[src/rtl/wu_pkg.sv]
// Purpose: constants shared by the oscillator warm-up counter block
// Assumes: 32-bit Avalon-MM register bus, byte addresses
// Notes:   register offsets and field positions live here only

package wu_pkg;

  // ****************************************************************
  // register map (byte addresses)
  // ****************************************************************
  localparam logic [3:0] WU_ADDR_CTRL   = 4'h0;  // warmup_control_reg
  localparam logic [3:0] WU_ADDR_CMP    = 4'h4;  // warmup_compare_value
  localparam logic [3:0] WU_ADDR_SYS2   = 4'h8;  // system_control_two
  localparam logic [3:0] WU_ADDR_STATUS = 4'hC;  // live counter state

  // ****************************************************************
  // field positions
  // ****************************************************************
  localparam int WU_CTRL_SRC_BIT   = 0;   // warmup_source_select
  localparam int WU_CTRL_DIV_LSB   = 1;   // warmup_divider_select [2:1]
  localparam int WU_CTRL_ABORT_BIT = 3;   // warmup_abort, self clearing
  localparam int WU_SYS2_FAST_BIT  = 0;   // fast_osc_enable
  localparam int WU_SYS2_SLOW_BIT  = 1;   // slow_osc_enable
  localparam int WU_STAT_STATE_LSB = 16;  // state code [18:16]
  localparam int WU_STAT_CPURST_BIT = 20; // cpu/peripheral reset held

  // ****************************************************************
  // reset values
  // ****************************************************************
  localparam logic       WU_SRC_RST      = 1'b0;
  localparam logic [1:0] WU_DIV_RST      = 2'h3;
  localparam logic [7:0] WU_CMP_RST      = 8'h66;
  localparam logic       WU_FAST_EN_RST  = 1'b1;
  localparam logic       WU_SLOW_EN_RST  = 1'b0;

  // ****************************************************************
  // divider select codes
  // ****************************************************************
  localparam logic [1:0] WU_DIV_1 = 2'h0;
  localparam logic [1:0] WU_DIV_2 = 2'h1;
  localparam logic [1:0] WU_DIV_4 = 2'h2;
  localparam logic [1:0] WU_DIV_8 = 2'h3;

  // ****************************************************************
  // control states
  // ****************************************************************
  typedef enum logic [2:0] {
    WU_ST_POR       = 3'b000,  // power-on warm-up, cpu held in reset
    WU_ST_IDLE      = 3'b001,
    WU_ST_SW        = 3'b010,  // software-started warm-up
    WU_ST_STOP      = 3'b011,  // stop mode, nothing was counting
    WU_ST_FROZEN    = 3'b100,  // stop mode, software count held
    WU_ST_STOP_WARM = 3'b101   // warm-up after stop release
  } wu_state_t;

endpackage : wu_pkg

[src/rtl/wu_edge_sync.sv]
// Purpose: bring an oscillator pin into the clk domain, flag rising edges
// Assumes: pin toggles at less than half the rate of clk
// Notes:   first stage feeds only the second stage

`timescale 1ns/10ps
`default_nettype none

module wu_edge_sync (
  // clock and reset
  input  wire logic clk,
  input  wire logic srst,
  // pin side
  input  wire logic pin_in,
  // clk side
  output var  logic rise_pulse
);

  logic meta_r;
  logic sync_r;
  logic prev_r;

  always_ff @(posedge clk) begin
    if (srst) begin
      meta_r     <= 1'b0;
      sync_r     <= 1'b0;
      prev_r     <= 1'b0;
      rise_pulse <= 1'b0;
    end else begin
      meta_r     <= pin_in;
      sync_r     <= meta_r;
      prev_r     <= sync_r;
      rise_pulse <= sync_r & ~prev_r;
    end
  end

endmodule : wu_edge_sync

`default_nettype wire

[src/rtl/wu_warmup_counter.sv]
// Purpose: oscillator warm-up counter with Avalon-MM register slave
// Assumes: oscillator pins slower than clk/2; stop entry/wake from the
//          mode controller on clk
// Notes:   counter advances on sampled oscillator edges
//
// Overview of operation
// - after srst release count warm-up while cpu and peripherals stay reset
// - reset sets source select 0 and divider select 11
// - after reset the fourteen-stage counter counts the fast oscillator
// - power-on: upper 8 bits match compare value, stop and release cpu reset
// - compare value resets to 0x66
// - stop release counts the oscillator that drove main clock at stop
// - after stop release count; on match stop and resume execution
// - divider select codes 00..11 divide by 1, 2, 4, 8
// - stop during software warm-up freezes count, continues after release
// - software warm-up uses fast clock for select 0, slow for 1
// - setting an oscillator enable starts oscillator and counter
// - only a 0-to-1 enable transition starts counting
// - software warm-up match raises interrupt, stops and clears counter
// - abort halts count, clears counter, abort bit returns to 0
// - abort leaves both oscillator enables unchanged
// - source selector, three-stage divider, fourteen-stage counter
//
// The Avalon-MM slave port and the address map were left to the implementer.

`timescale 1ns/10ps
`default_nettype none

module wu_warmup_counter
  import wu_pkg::*;
#(
  parameter int CNT_W = 14,
  parameter int CMP_W = 8,
  parameter int DIV_W = 3
) (
  // clock and reset
  input  wire logic        clk,
  input  wire logic        srst,
  // oscillator pins
  input  wire logic        fast_osc_clock,
  input  wire logic        slow_osc_clock,
  // mode controller
  input  wire logic        stop_enter_pulse,
  input  wire logic        stop_wake_pulse,
  input  wire logic        main_clk_is_slow,
  // Avalon-MM slave
  input  wire logic [3:0]  avs_address,
  input  wire logic        avs_read,
  input  wire logic        avs_write,
  input  wire logic [31:0] avs_writedata,
  input  wire logic [3:0]  avs_byteenable,
  output var  logic [31:0] avs_readdata,
  output var  logic        avs_waitrequest,
  // results
  output var  logic        cpu_periph_reset,
  output var  logic        stop_resume_pulse,
  output var  logic        warmup_done_irq,
  output var  logic        fast_osc_run,
  output var  logic        slow_osc_run
);

  // ****************************************************************
  // oscillator edge capture
  // ****************************************************************
  logic fast_tick;
  logic slow_tick;

  wu_edge_sync u_fast_sync (
    .clk        (clk),
    .srst       (srst),
    .pin_in     (fast_osc_clock),
    .rise_pulse (fast_tick)
  );

  wu_edge_sync u_slow_sync (
    .clk        (clk),
    .srst       (srst),
    .pin_in     (slow_osc_clock),
    .rise_pulse (slow_tick)
  );

  // ****************************************************************
  // state
  // ****************************************************************
  wu_state_t          state_r;
  wu_state_t          state_nxt;
  logic [CNT_W-1:0]   cnt_r;
  logic [CNT_W-1:0]   cnt_nxt;
  logic [DIV_W-1:0]   div_r;
  logic [DIV_W-1:0]   div_nxt;
  logic               src_sel_r;
  logic [1:0]         div_sel_r;
  logic [CMP_W-1:0]   cmp_r;
  logic               fast_en_r;
  logic               slow_en_r;
  logic               stop_src_r;
  logic               stop_src_nxt;
  logic               cpu_rst_nxt;
  logic               irq_nxt;
  logic               resume_nxt;

  // ****************************************************************
  // bus decode
  // ****************************************************************
  wire bus_req    = avs_read | avs_write;
  wire bus_take   = bus_req & ~avs_waitrequest;
  wire wr_take    = bus_take & avs_write & avs_byteenable[0];
  wire sel_ctrl   = (avs_address == WU_ADDR_CTRL);
  wire sel_cmp    = (avs_address == WU_ADDR_CMP);
  wire sel_sys2   = (avs_address == WU_ADDR_SYS2);
  wire sel_status = (avs_address == WU_ADDR_STATUS);
  wire wr_ctrl    = wr_take & sel_ctrl;
  wire wr_cmp     = wr_take & sel_cmp;
  wire wr_sys2    = wr_take & sel_sys2;

  wire wd_fast = avs_writedata[WU_SYS2_FAST_BIT];
  wire wd_slow = avs_writedata[WU_SYS2_SLOW_BIT];

  // abort is a write strobe only; the stored bit never reads as 1
  wire abort_req = wr_ctrl & avs_writedata[WU_CTRL_ABORT_BIT];

  // an enable that already holds 1 starts nothing
  wire start_edge = wr_sys2 &
                    ((wd_fast & ~fast_en_r) |
                     (wd_slow & ~slow_en_r));

  // ****************************************************************
  // read data
  // ****************************************************************
  logic [31:0] rd_word;

  always_comb begin
    rd_word = 32'h0000_0000;
    if (sel_ctrl) begin
      rd_word[WU_CTRL_SRC_BIT]                 = src_sel_r;
      rd_word[WU_CTRL_DIV_LSB +: 2]            = div_sel_r;
    end else if (sel_cmp) begin
      rd_word[CMP_W-1:0]                       = cmp_r;
    end else if (sel_sys2) begin
      rd_word[WU_SYS2_FAST_BIT]                = fast_en_r;
      rd_word[WU_SYS2_SLOW_BIT]                = slow_en_r;
    end else if (sel_status) begin
      rd_word[CNT_W-1:0]                       = cnt_r;
      rd_word[WU_STAT_STATE_LSB +: 3]          = state_r;
      rd_word[WU_STAT_CPURST_BIT]              = cpu_periph_reset;
    end
  end

  // ****************************************************************
  // source selection and three-stage divider
  // ****************************************************************
  // stop warm-up follows the clock captured at stop entry, not the select
  wire use_slow = (state_r == WU_ST_STOP_WARM) ? stop_src_r
                                               : src_sel_r;
  wire src_tick = use_slow ? slow_tick : fast_tick;

  wire counting = (state_r == WU_ST_POR) |
                  (state_r == WU_ST_SW)  |
                  (state_r == WU_ST_STOP_WARM);

  wire div_tick = (div_sel_r == WU_DIV_1) ? src_tick :
                  (div_sel_r == WU_DIV_2) ? src_tick & div_r[0] :
                  (div_sel_r == WU_DIV_4) ? src_tick & (&div_r[1:0]) :
                                            src_tick & (&div_r);

  // only the upper bits are compared, so one step is 2^6 counter inputs
  wire match = (cnt_r[CNT_W-1 -: CMP_W] == cmp_r);

  // ****************************************************************
  // next-state logic
  // ****************************************************************
  always_comb begin
    state_nxt    = state_r;
    cnt_nxt      = cnt_r;
    div_nxt      = div_r;
    stop_src_nxt = stop_src_r;
    cpu_rst_nxt  = cpu_periph_reset;
    irq_nxt      = 1'b0;
    resume_nxt   = 1'b0;
    if (counting && src_tick) begin
      div_nxt = div_r + 1'b1;
    end
    if (counting && div_tick) begin
      cnt_nxt = cnt_r + 1'b1;
    end
    case (state_r)
      WU_ST_POR: begin
        if (match) begin
          state_nxt   = WU_ST_IDLE;
          cpu_rst_nxt = 1'b0;
          cnt_nxt     = '0;
          div_nxt     = '0;
        end
      end
      WU_ST_IDLE: begin
        if (stop_enter_pulse) begin
          state_nxt    = WU_ST_STOP;
          stop_src_nxt = main_clk_is_slow;
        end else if (start_edge) begin
          state_nxt = WU_ST_SW;
          cnt_nxt   = '0;
          div_nxt   = '0;
        end
      end
      WU_ST_SW: begin
        if (abort_req) begin
          state_nxt = WU_ST_IDLE;
          cnt_nxt   = '0;
          div_nxt   = '0;
        end else if (match) begin
          state_nxt = WU_ST_IDLE;
          irq_nxt   = 1'b1;
          cnt_nxt   = '0;
          div_nxt   = '0;
        end else if (stop_enter_pulse) begin
          // count is held as it is; the later stop warm-up starts from it
          state_nxt    = WU_ST_FROZEN;
          stop_src_nxt = main_clk_is_slow;
          cnt_nxt      = cnt_r;
          div_nxt      = div_r;
        end
      end
      WU_ST_STOP: begin
        if (stop_wake_pulse) begin
          state_nxt = WU_ST_STOP_WARM;
          cnt_nxt   = '0;
          div_nxt   = '0;
        end
      end
      WU_ST_FROZEN: begin
        if (stop_wake_pulse) begin
          state_nxt = WU_ST_STOP_WARM;
        end
      end
      WU_ST_STOP_WARM: begin
        if (match) begin
          state_nxt  = WU_ST_IDLE;
          resume_nxt = 1'b1;
          cnt_nxt    = '0;
          div_nxt    = '0;
        end
      end
      default: begin
        state_nxt = WU_ST_IDLE;
        cnt_nxt   = '0;
        div_nxt   = '0;
      end
    endcase
  end

  // ****************************************************************
  // counter state registers
  // ****************************************************************
  // srst clears the counter at once and puts the cpu side in reset
  always_ff @(posedge clk) begin
    if (srst) begin
      state_r          <= WU_ST_POR;
      cnt_r            <= '0;
      div_r            <= '0;
      stop_src_r       <= 1'b0;
      cpu_periph_reset <= 1'b1;
    end else begin
      state_r          <= state_nxt;
      cnt_r            <= cnt_nxt;
      div_r            <= div_nxt;
      stop_src_r       <= stop_src_nxt;
      cpu_periph_reset <= cpu_rst_nxt;
    end
  end

  // ****************************************************************
  // event outputs
  // ****************************************************************
  always_ff @(posedge clk) begin
    if (srst) begin
      warmup_done_irq   <= 1'b0;
      stop_resume_pulse <= 1'b0;
    end else begin
      warmup_done_irq   <= irq_nxt;
      stop_resume_pulse <= resume_nxt;
    end
  end

  // ****************************************************************
  // software registers
  // ****************************************************************
  always_ff @(posedge clk) begin
    if (srst) begin
      src_sel_r <= WU_SRC_RST;
      div_sel_r <= WU_DIV_RST;
      cmp_r     <= WU_CMP_RST;
    end else begin
      if (wr_ctrl) begin
        src_sel_r <= avs_writedata[WU_CTRL_SRC_BIT];
        div_sel_r <= avs_writedata[WU_CTRL_DIV_LSB +: 2];
      end
      if (wr_cmp) begin
        cmp_r <= avs_writedata[CMP_W-1:0];
      end
    end
  end

  // abort never touches the enables; only sys2 writes move them
  always_ff @(posedge clk) begin
    if (srst) begin
      fast_en_r <= WU_FAST_EN_RST;
      slow_en_r <= WU_SLOW_EN_RST;
    end else if (wr_sys2) begin
      fast_en_r <= wd_fast;
      slow_en_r <= wd_slow;
    end
  end

  // ****************************************************************
  // oscillator run outputs
  // ****************************************************************
  // both oscillators are halted while stop mode lasts
  wire in_stop = (state_r == WU_ST_STOP) | (state_r == WU_ST_FROZEN);

  always_ff @(posedge clk) begin
    if (srst) begin
      fast_osc_run <= WU_FAST_EN_RST;
      slow_osc_run <= WU_SLOW_EN_RST;
    end else begin
      fast_osc_run <= fast_en_r & ~in_stop;
      slow_osc_run <= slow_en_r & ~in_stop;
    end
  end

  // ****************************************************************
  // Avalon-MM handshake
  // ****************************************************************
  // one wait cycle per access: data is registered while waitrequest is
  // high, and the access completes in the following low cycle
  always_ff @(posedge clk) begin
    if (srst) begin
      avs_waitrequest <= 1'b1;
      avs_readdata    <= 32'h0000_0000;
    end else begin
      avs_waitrequest <= ~(bus_req & avs_waitrequest);
      if (avs_read && avs_waitrequest) begin
        avs_readdata <= rd_word;
      end
    end
  end

endmodule : wu_warmup_counter

`default_nettype wire
[config.mk]
export PLATFORM = sky130hd
export DESIGN_NAME = wu_warmup_counter
export DESIGN_NICKNAME = d
export VERILOG_FILES = /design/src/rtl/wu_pkg.sv /design/src/rtl/wu_edge_sync.sv /design/src/rtl/wu_warmup_counter.sv
export SDC_FILE = /design/constraint.sdc
export NUM_CORES = 1
export LEC_CHECK = 0
export BUFFER_PORTS_ARGS = -buffer_cell sky130_fd_sc_hd__buf_2
export CAP_MARGIN = 10
export CORE_MARGIN = 2
export CORE_UTILIZATION = 47
export DETAILED_ROUTE_END_ITERATION = 12
export HOLD_SLACK_MARGIN = 0.02
export PLACE_DENSITY = 0.85
export SETUP_SLACK_MARGIN = 0.05
export SLEW_MARGIN = 20
export SYNTH_ARGS = -nofsm -noshare
export SYNTH_HDL_FRONTEND = slang
export SYNTH_SLANG_ARGS = --single-unit
[constraint.sdc]
create_clock -name clk -period 1.9 [get_ports clk]
set_clock_uncertainty 0.2 [all_clocks]
set_input_delay 0.38 -clock clk [delete_from_list [all_inputs] [get_ports clk]]
set_output_delay 0.38 -clock clk [all_outputs]
set_load 0.1 [all_outputs]
==> impl_metrics.csv <==
group,metric,value,unit
outcome,status,"finished with violations",
outcome,violations,"setup timing",
sta,slew_violations,0,
power,power_density,771.5,nW/um^2
layout,antennaDiodeCount,0,
critical_path,crit_path_end_kind,"flip-flop",
clock_tree,clock-root-buffer,"clkbuf_8",
layout,layout.area.seq,1338,um^2
worst_hold_path,min_path_type,"in2reg",
critical_path,cp.depth,8,
grt,track_usage,0.2478,
route,drc_errors,0,
synth,synth.area.top_cells,"dfxtp_1, mux2i_1, nor2_1, xor2_1, buf_4",
grt,grt_pass1_vias,2782,
route,final_antenna_net_count,0,
run,maxCapViolCount,0,
critical_path,critPathMaxFanout,4,
clock_tree,cts_tree,"built",
sta,grt_setup_unrepaired,"yes",
clock_tree,path_clk_slew,0.08,ns
synth,synth_top_area_frac,0.4308,
critical_path,max_stage_delay,0.39,ns
sta,worst_pin_slew,0.5106,ns
route,num_vias,3046,
power,p_total,3.281,mW
power,ir_drop,0.6192,mV
clock_tree,cts_inserted_buffers,9,
route,drtIter0Drc,297,
floorplan,dieArea,7187,um^2
place,dp_hpwl,5.341,mm
synth,ys_warn_count,0,
critical_path,cp_top_family,"compound AO/OA/AOI/OAI gates",
synth,synth_cells,336,
critical_path,critical_path_required,1.92,ns
synth,synth_top_cell_by_area,"dfxtp_1",
power,leakage,1.924,nW
power,netSwitchingPower,0.8951,mW
synth,ys_types,50,
clock_tree,htree_levels,3,
power,p_int,2.386,mW
layout,multiInputGateArea,1824,um^2
layout,layout_common_cells,"dfxtp_1, buf_4, buf_2, nor2_1, nand2_1",
sta,fin_crit_sh,1.122,
sta,hold_viol,0,
floorplan,chipHeight,84.78,um
grt,antenna_found_initial,0,
layout,area_growth,38.68,%
power,p_seq_frac,0.429,
clock_tree,cts_buffer_depth,2,
floorplan,rows,29,
critical_path,reg2reg_depth,8,
sta,setup_violations,21,
critical_path,cp_cell_sequence,"buf_4 -> or3b_4 -> a31o_1 -> o21bai_4 -> buf_6 -> a21oi_4 -> mux2i_1 -> nor2_1",
synth,synth.avg_cell_area,9.127,um^2
route,viasPerCell,5.835,
layout,fin_nets,492,
grt,grt_overflow,0,
sta,whs,0.04394,ns
place,portBuffers,45,
power,p_sw_frac,0.2728,
layout,layout_commonest_cell,"dfxtp_1",
route,first_pass_iters,5,
grt,grt_max_degree,31,
critical_path,critPathKind,"reg2reg",
power,p_comb_frac,0.136,
sta,relSlewSlack,0.6620,
power,power.share.clock,0.435,
synth,ys_seq_area_frac,0.4308,
floorplan,start_util,0.4857,
synth,async_flop_share,0,
critical_path,critical_path.slowest_cell,"or3b_4",
clock_tree,clock-sinks,66,
synth,synth_edf_count,0,
synth,ys_ff_latch,66,
synth,synth_area,3067,um^2
place,place.gp.congestion,0.9034,
worst_hold_path,min_path_cells,2,
place,placed_cells,496,
layout,final_util,0.6736,
layout,fill_cells,407,
critical_path,crit_arrival,2.15,ns
critical_path,critPathBufInv,2,
route,wirelength,9.672,mm
sta,min_period,2.132,ns
critical_path,start_kind,"flip-flop",
floorplan,fp.coreArea,6314,um^2
grt,grt_pass1_wl,13.79,mm
layout,fin_cells,522,
floorplan,die_w,84.78,um
route,wl_per_cell,18.53,um
layout,layout-drive-gt1-share,0.4000,
sta,max_freq,469.0,MHz
clock_tree,clk_latency,0.35,ns
sta,final.setup.worst_slack,-0.2322,ns
floorplan,top_level_ports,87,
synth,synthFlopType,"dfxtp_1",
clock_tree,hold_buffers,0,
## cell usage after synthesis, types with 2 or more instances
| library cell | n |
|---|---|
| clkbuf_1 | 9 |
| a221oi_1 | 2 |
| nand2_1 | 26 |
| buf_2 | 4 |
| buf_4 | 16 |
| o21bai_4 | 2 |
| o21ai_0 | 10 |
| nand3_1 | 17 |
| and3_1 | 5 |
| nand4_1 | 5 |
| xnor2_1 | 8 |
| a22o_1 | 2 |
| a22oi_1 | 11 |
| nor3b_1 | 3 |
| mux2i_1 | 20 |
| nor2_1 | 40 |
| a21oi_1 | 17 |
| ha_1 | 3 |
| xor2_1 | 15 |
| inv_1 | 4 |
| dfxtp_1 | 66 |
| or3_1 | 2 |
| nand4_2 | 2 |
| nor3_1 | 11 |
| a211oi_2 | 2 |
| nor2b_1 | 10 |
## through the flow
step,setup WS (ns),setup TNS (ns),area [um^2]
4_1_cts,-0.1072,-0.7891,4134
3_5_place_dp,-0.2059,-3.221,3724
2_1_floorplan,-0.1085,-1.533,3178
3_3_place_gp,-0.1775,-3.198,3724
5_1_grt,-0.3179,-5.119,4253
6_report,-0.2322,-3.499,4253
## metal layers
| layer | track usage | wire length, um |
|---|---|---|
| met1 | 0.2964 | 3860 |
| met2 | 0.4159 | 4515 |
| met3 | 0.06981 | 833 |
| met4 | 0.1068 | 462 |
| met5 | 0 | 0 |
## final timing paths
path,from,end,slack [ns]
worst max-delay path,state_r[0],stop_src_r,-0.23
worst min register to register,u_fast_sync.prev_r,u_fast_sync.rise_pulse,0.19
worst min-delay path,slow_osc_clock,u_slow_sync.meta_r,0.04
worst max register to register,state_r[0],stop_src_r,-0.23
## flip-flops by register name, indices dropped and copies added, names as in the netlist, 2 cells and up
signal / cells
avs_readdata: 18
cmp_r: 8
cnt_r: 14
div_r: 3
div_sel_r: 2
state_r: 3
## area by class of cell
class                      count  area share
timing repair buffer         108      0.1756
clock inverter                 6     0.02471
inverter                       4    0.003530
sequential                    66      0.3145
clock buffer                  10     0.03001
tap                           77     0.02265
multi-input combinational    251      0.4289
## power groups by stage
stage | clock [mW] | combinational (mW) | sequential, mW
floorplan | 0 | 0.273 | 1.49
global placement | 0 | 0.393 | 1.44
detailed placement | 0 | 0.399 | 1.44
CTS | 1.42 | 0.415 | 1.41
global route | 1.48 | 0.463 | 1.41
finish | 1.43 | 0.445 | 1.41
## logic make-up (layout without fill, tap and decap cells)
| logic type | after synthesis | after routing | share of synthesized area |
|---|---|---|---|
| flops | 66 | 66 | 0.4308 |
| mux | 20 | 20 | 0.06528 |
| simple gates | 132 | 132 | 0.2236 |
| other cells | 1 | 14 | 0.001223 |
| xor+xnor | 23 | 23 | 0.06569 |
| buf+inv | 33 | 128 | 0.06161 |
| fa+ha+maj | 3 | 3 | 0.01224 |
| compound gates | 58 | 59 | 0.1395 |
## timing repair
| action | in CTS | in global routing |
|---|---|---|
| cloned | 1 | 0 |
| buffers inserted | 5 | 4 |
| pin swaps | 13 | 28 |
| setup endpoints to repair | 22 | 26 |
| resized for setup | 29 | 26 |
(Power assumes the default switching activity.)
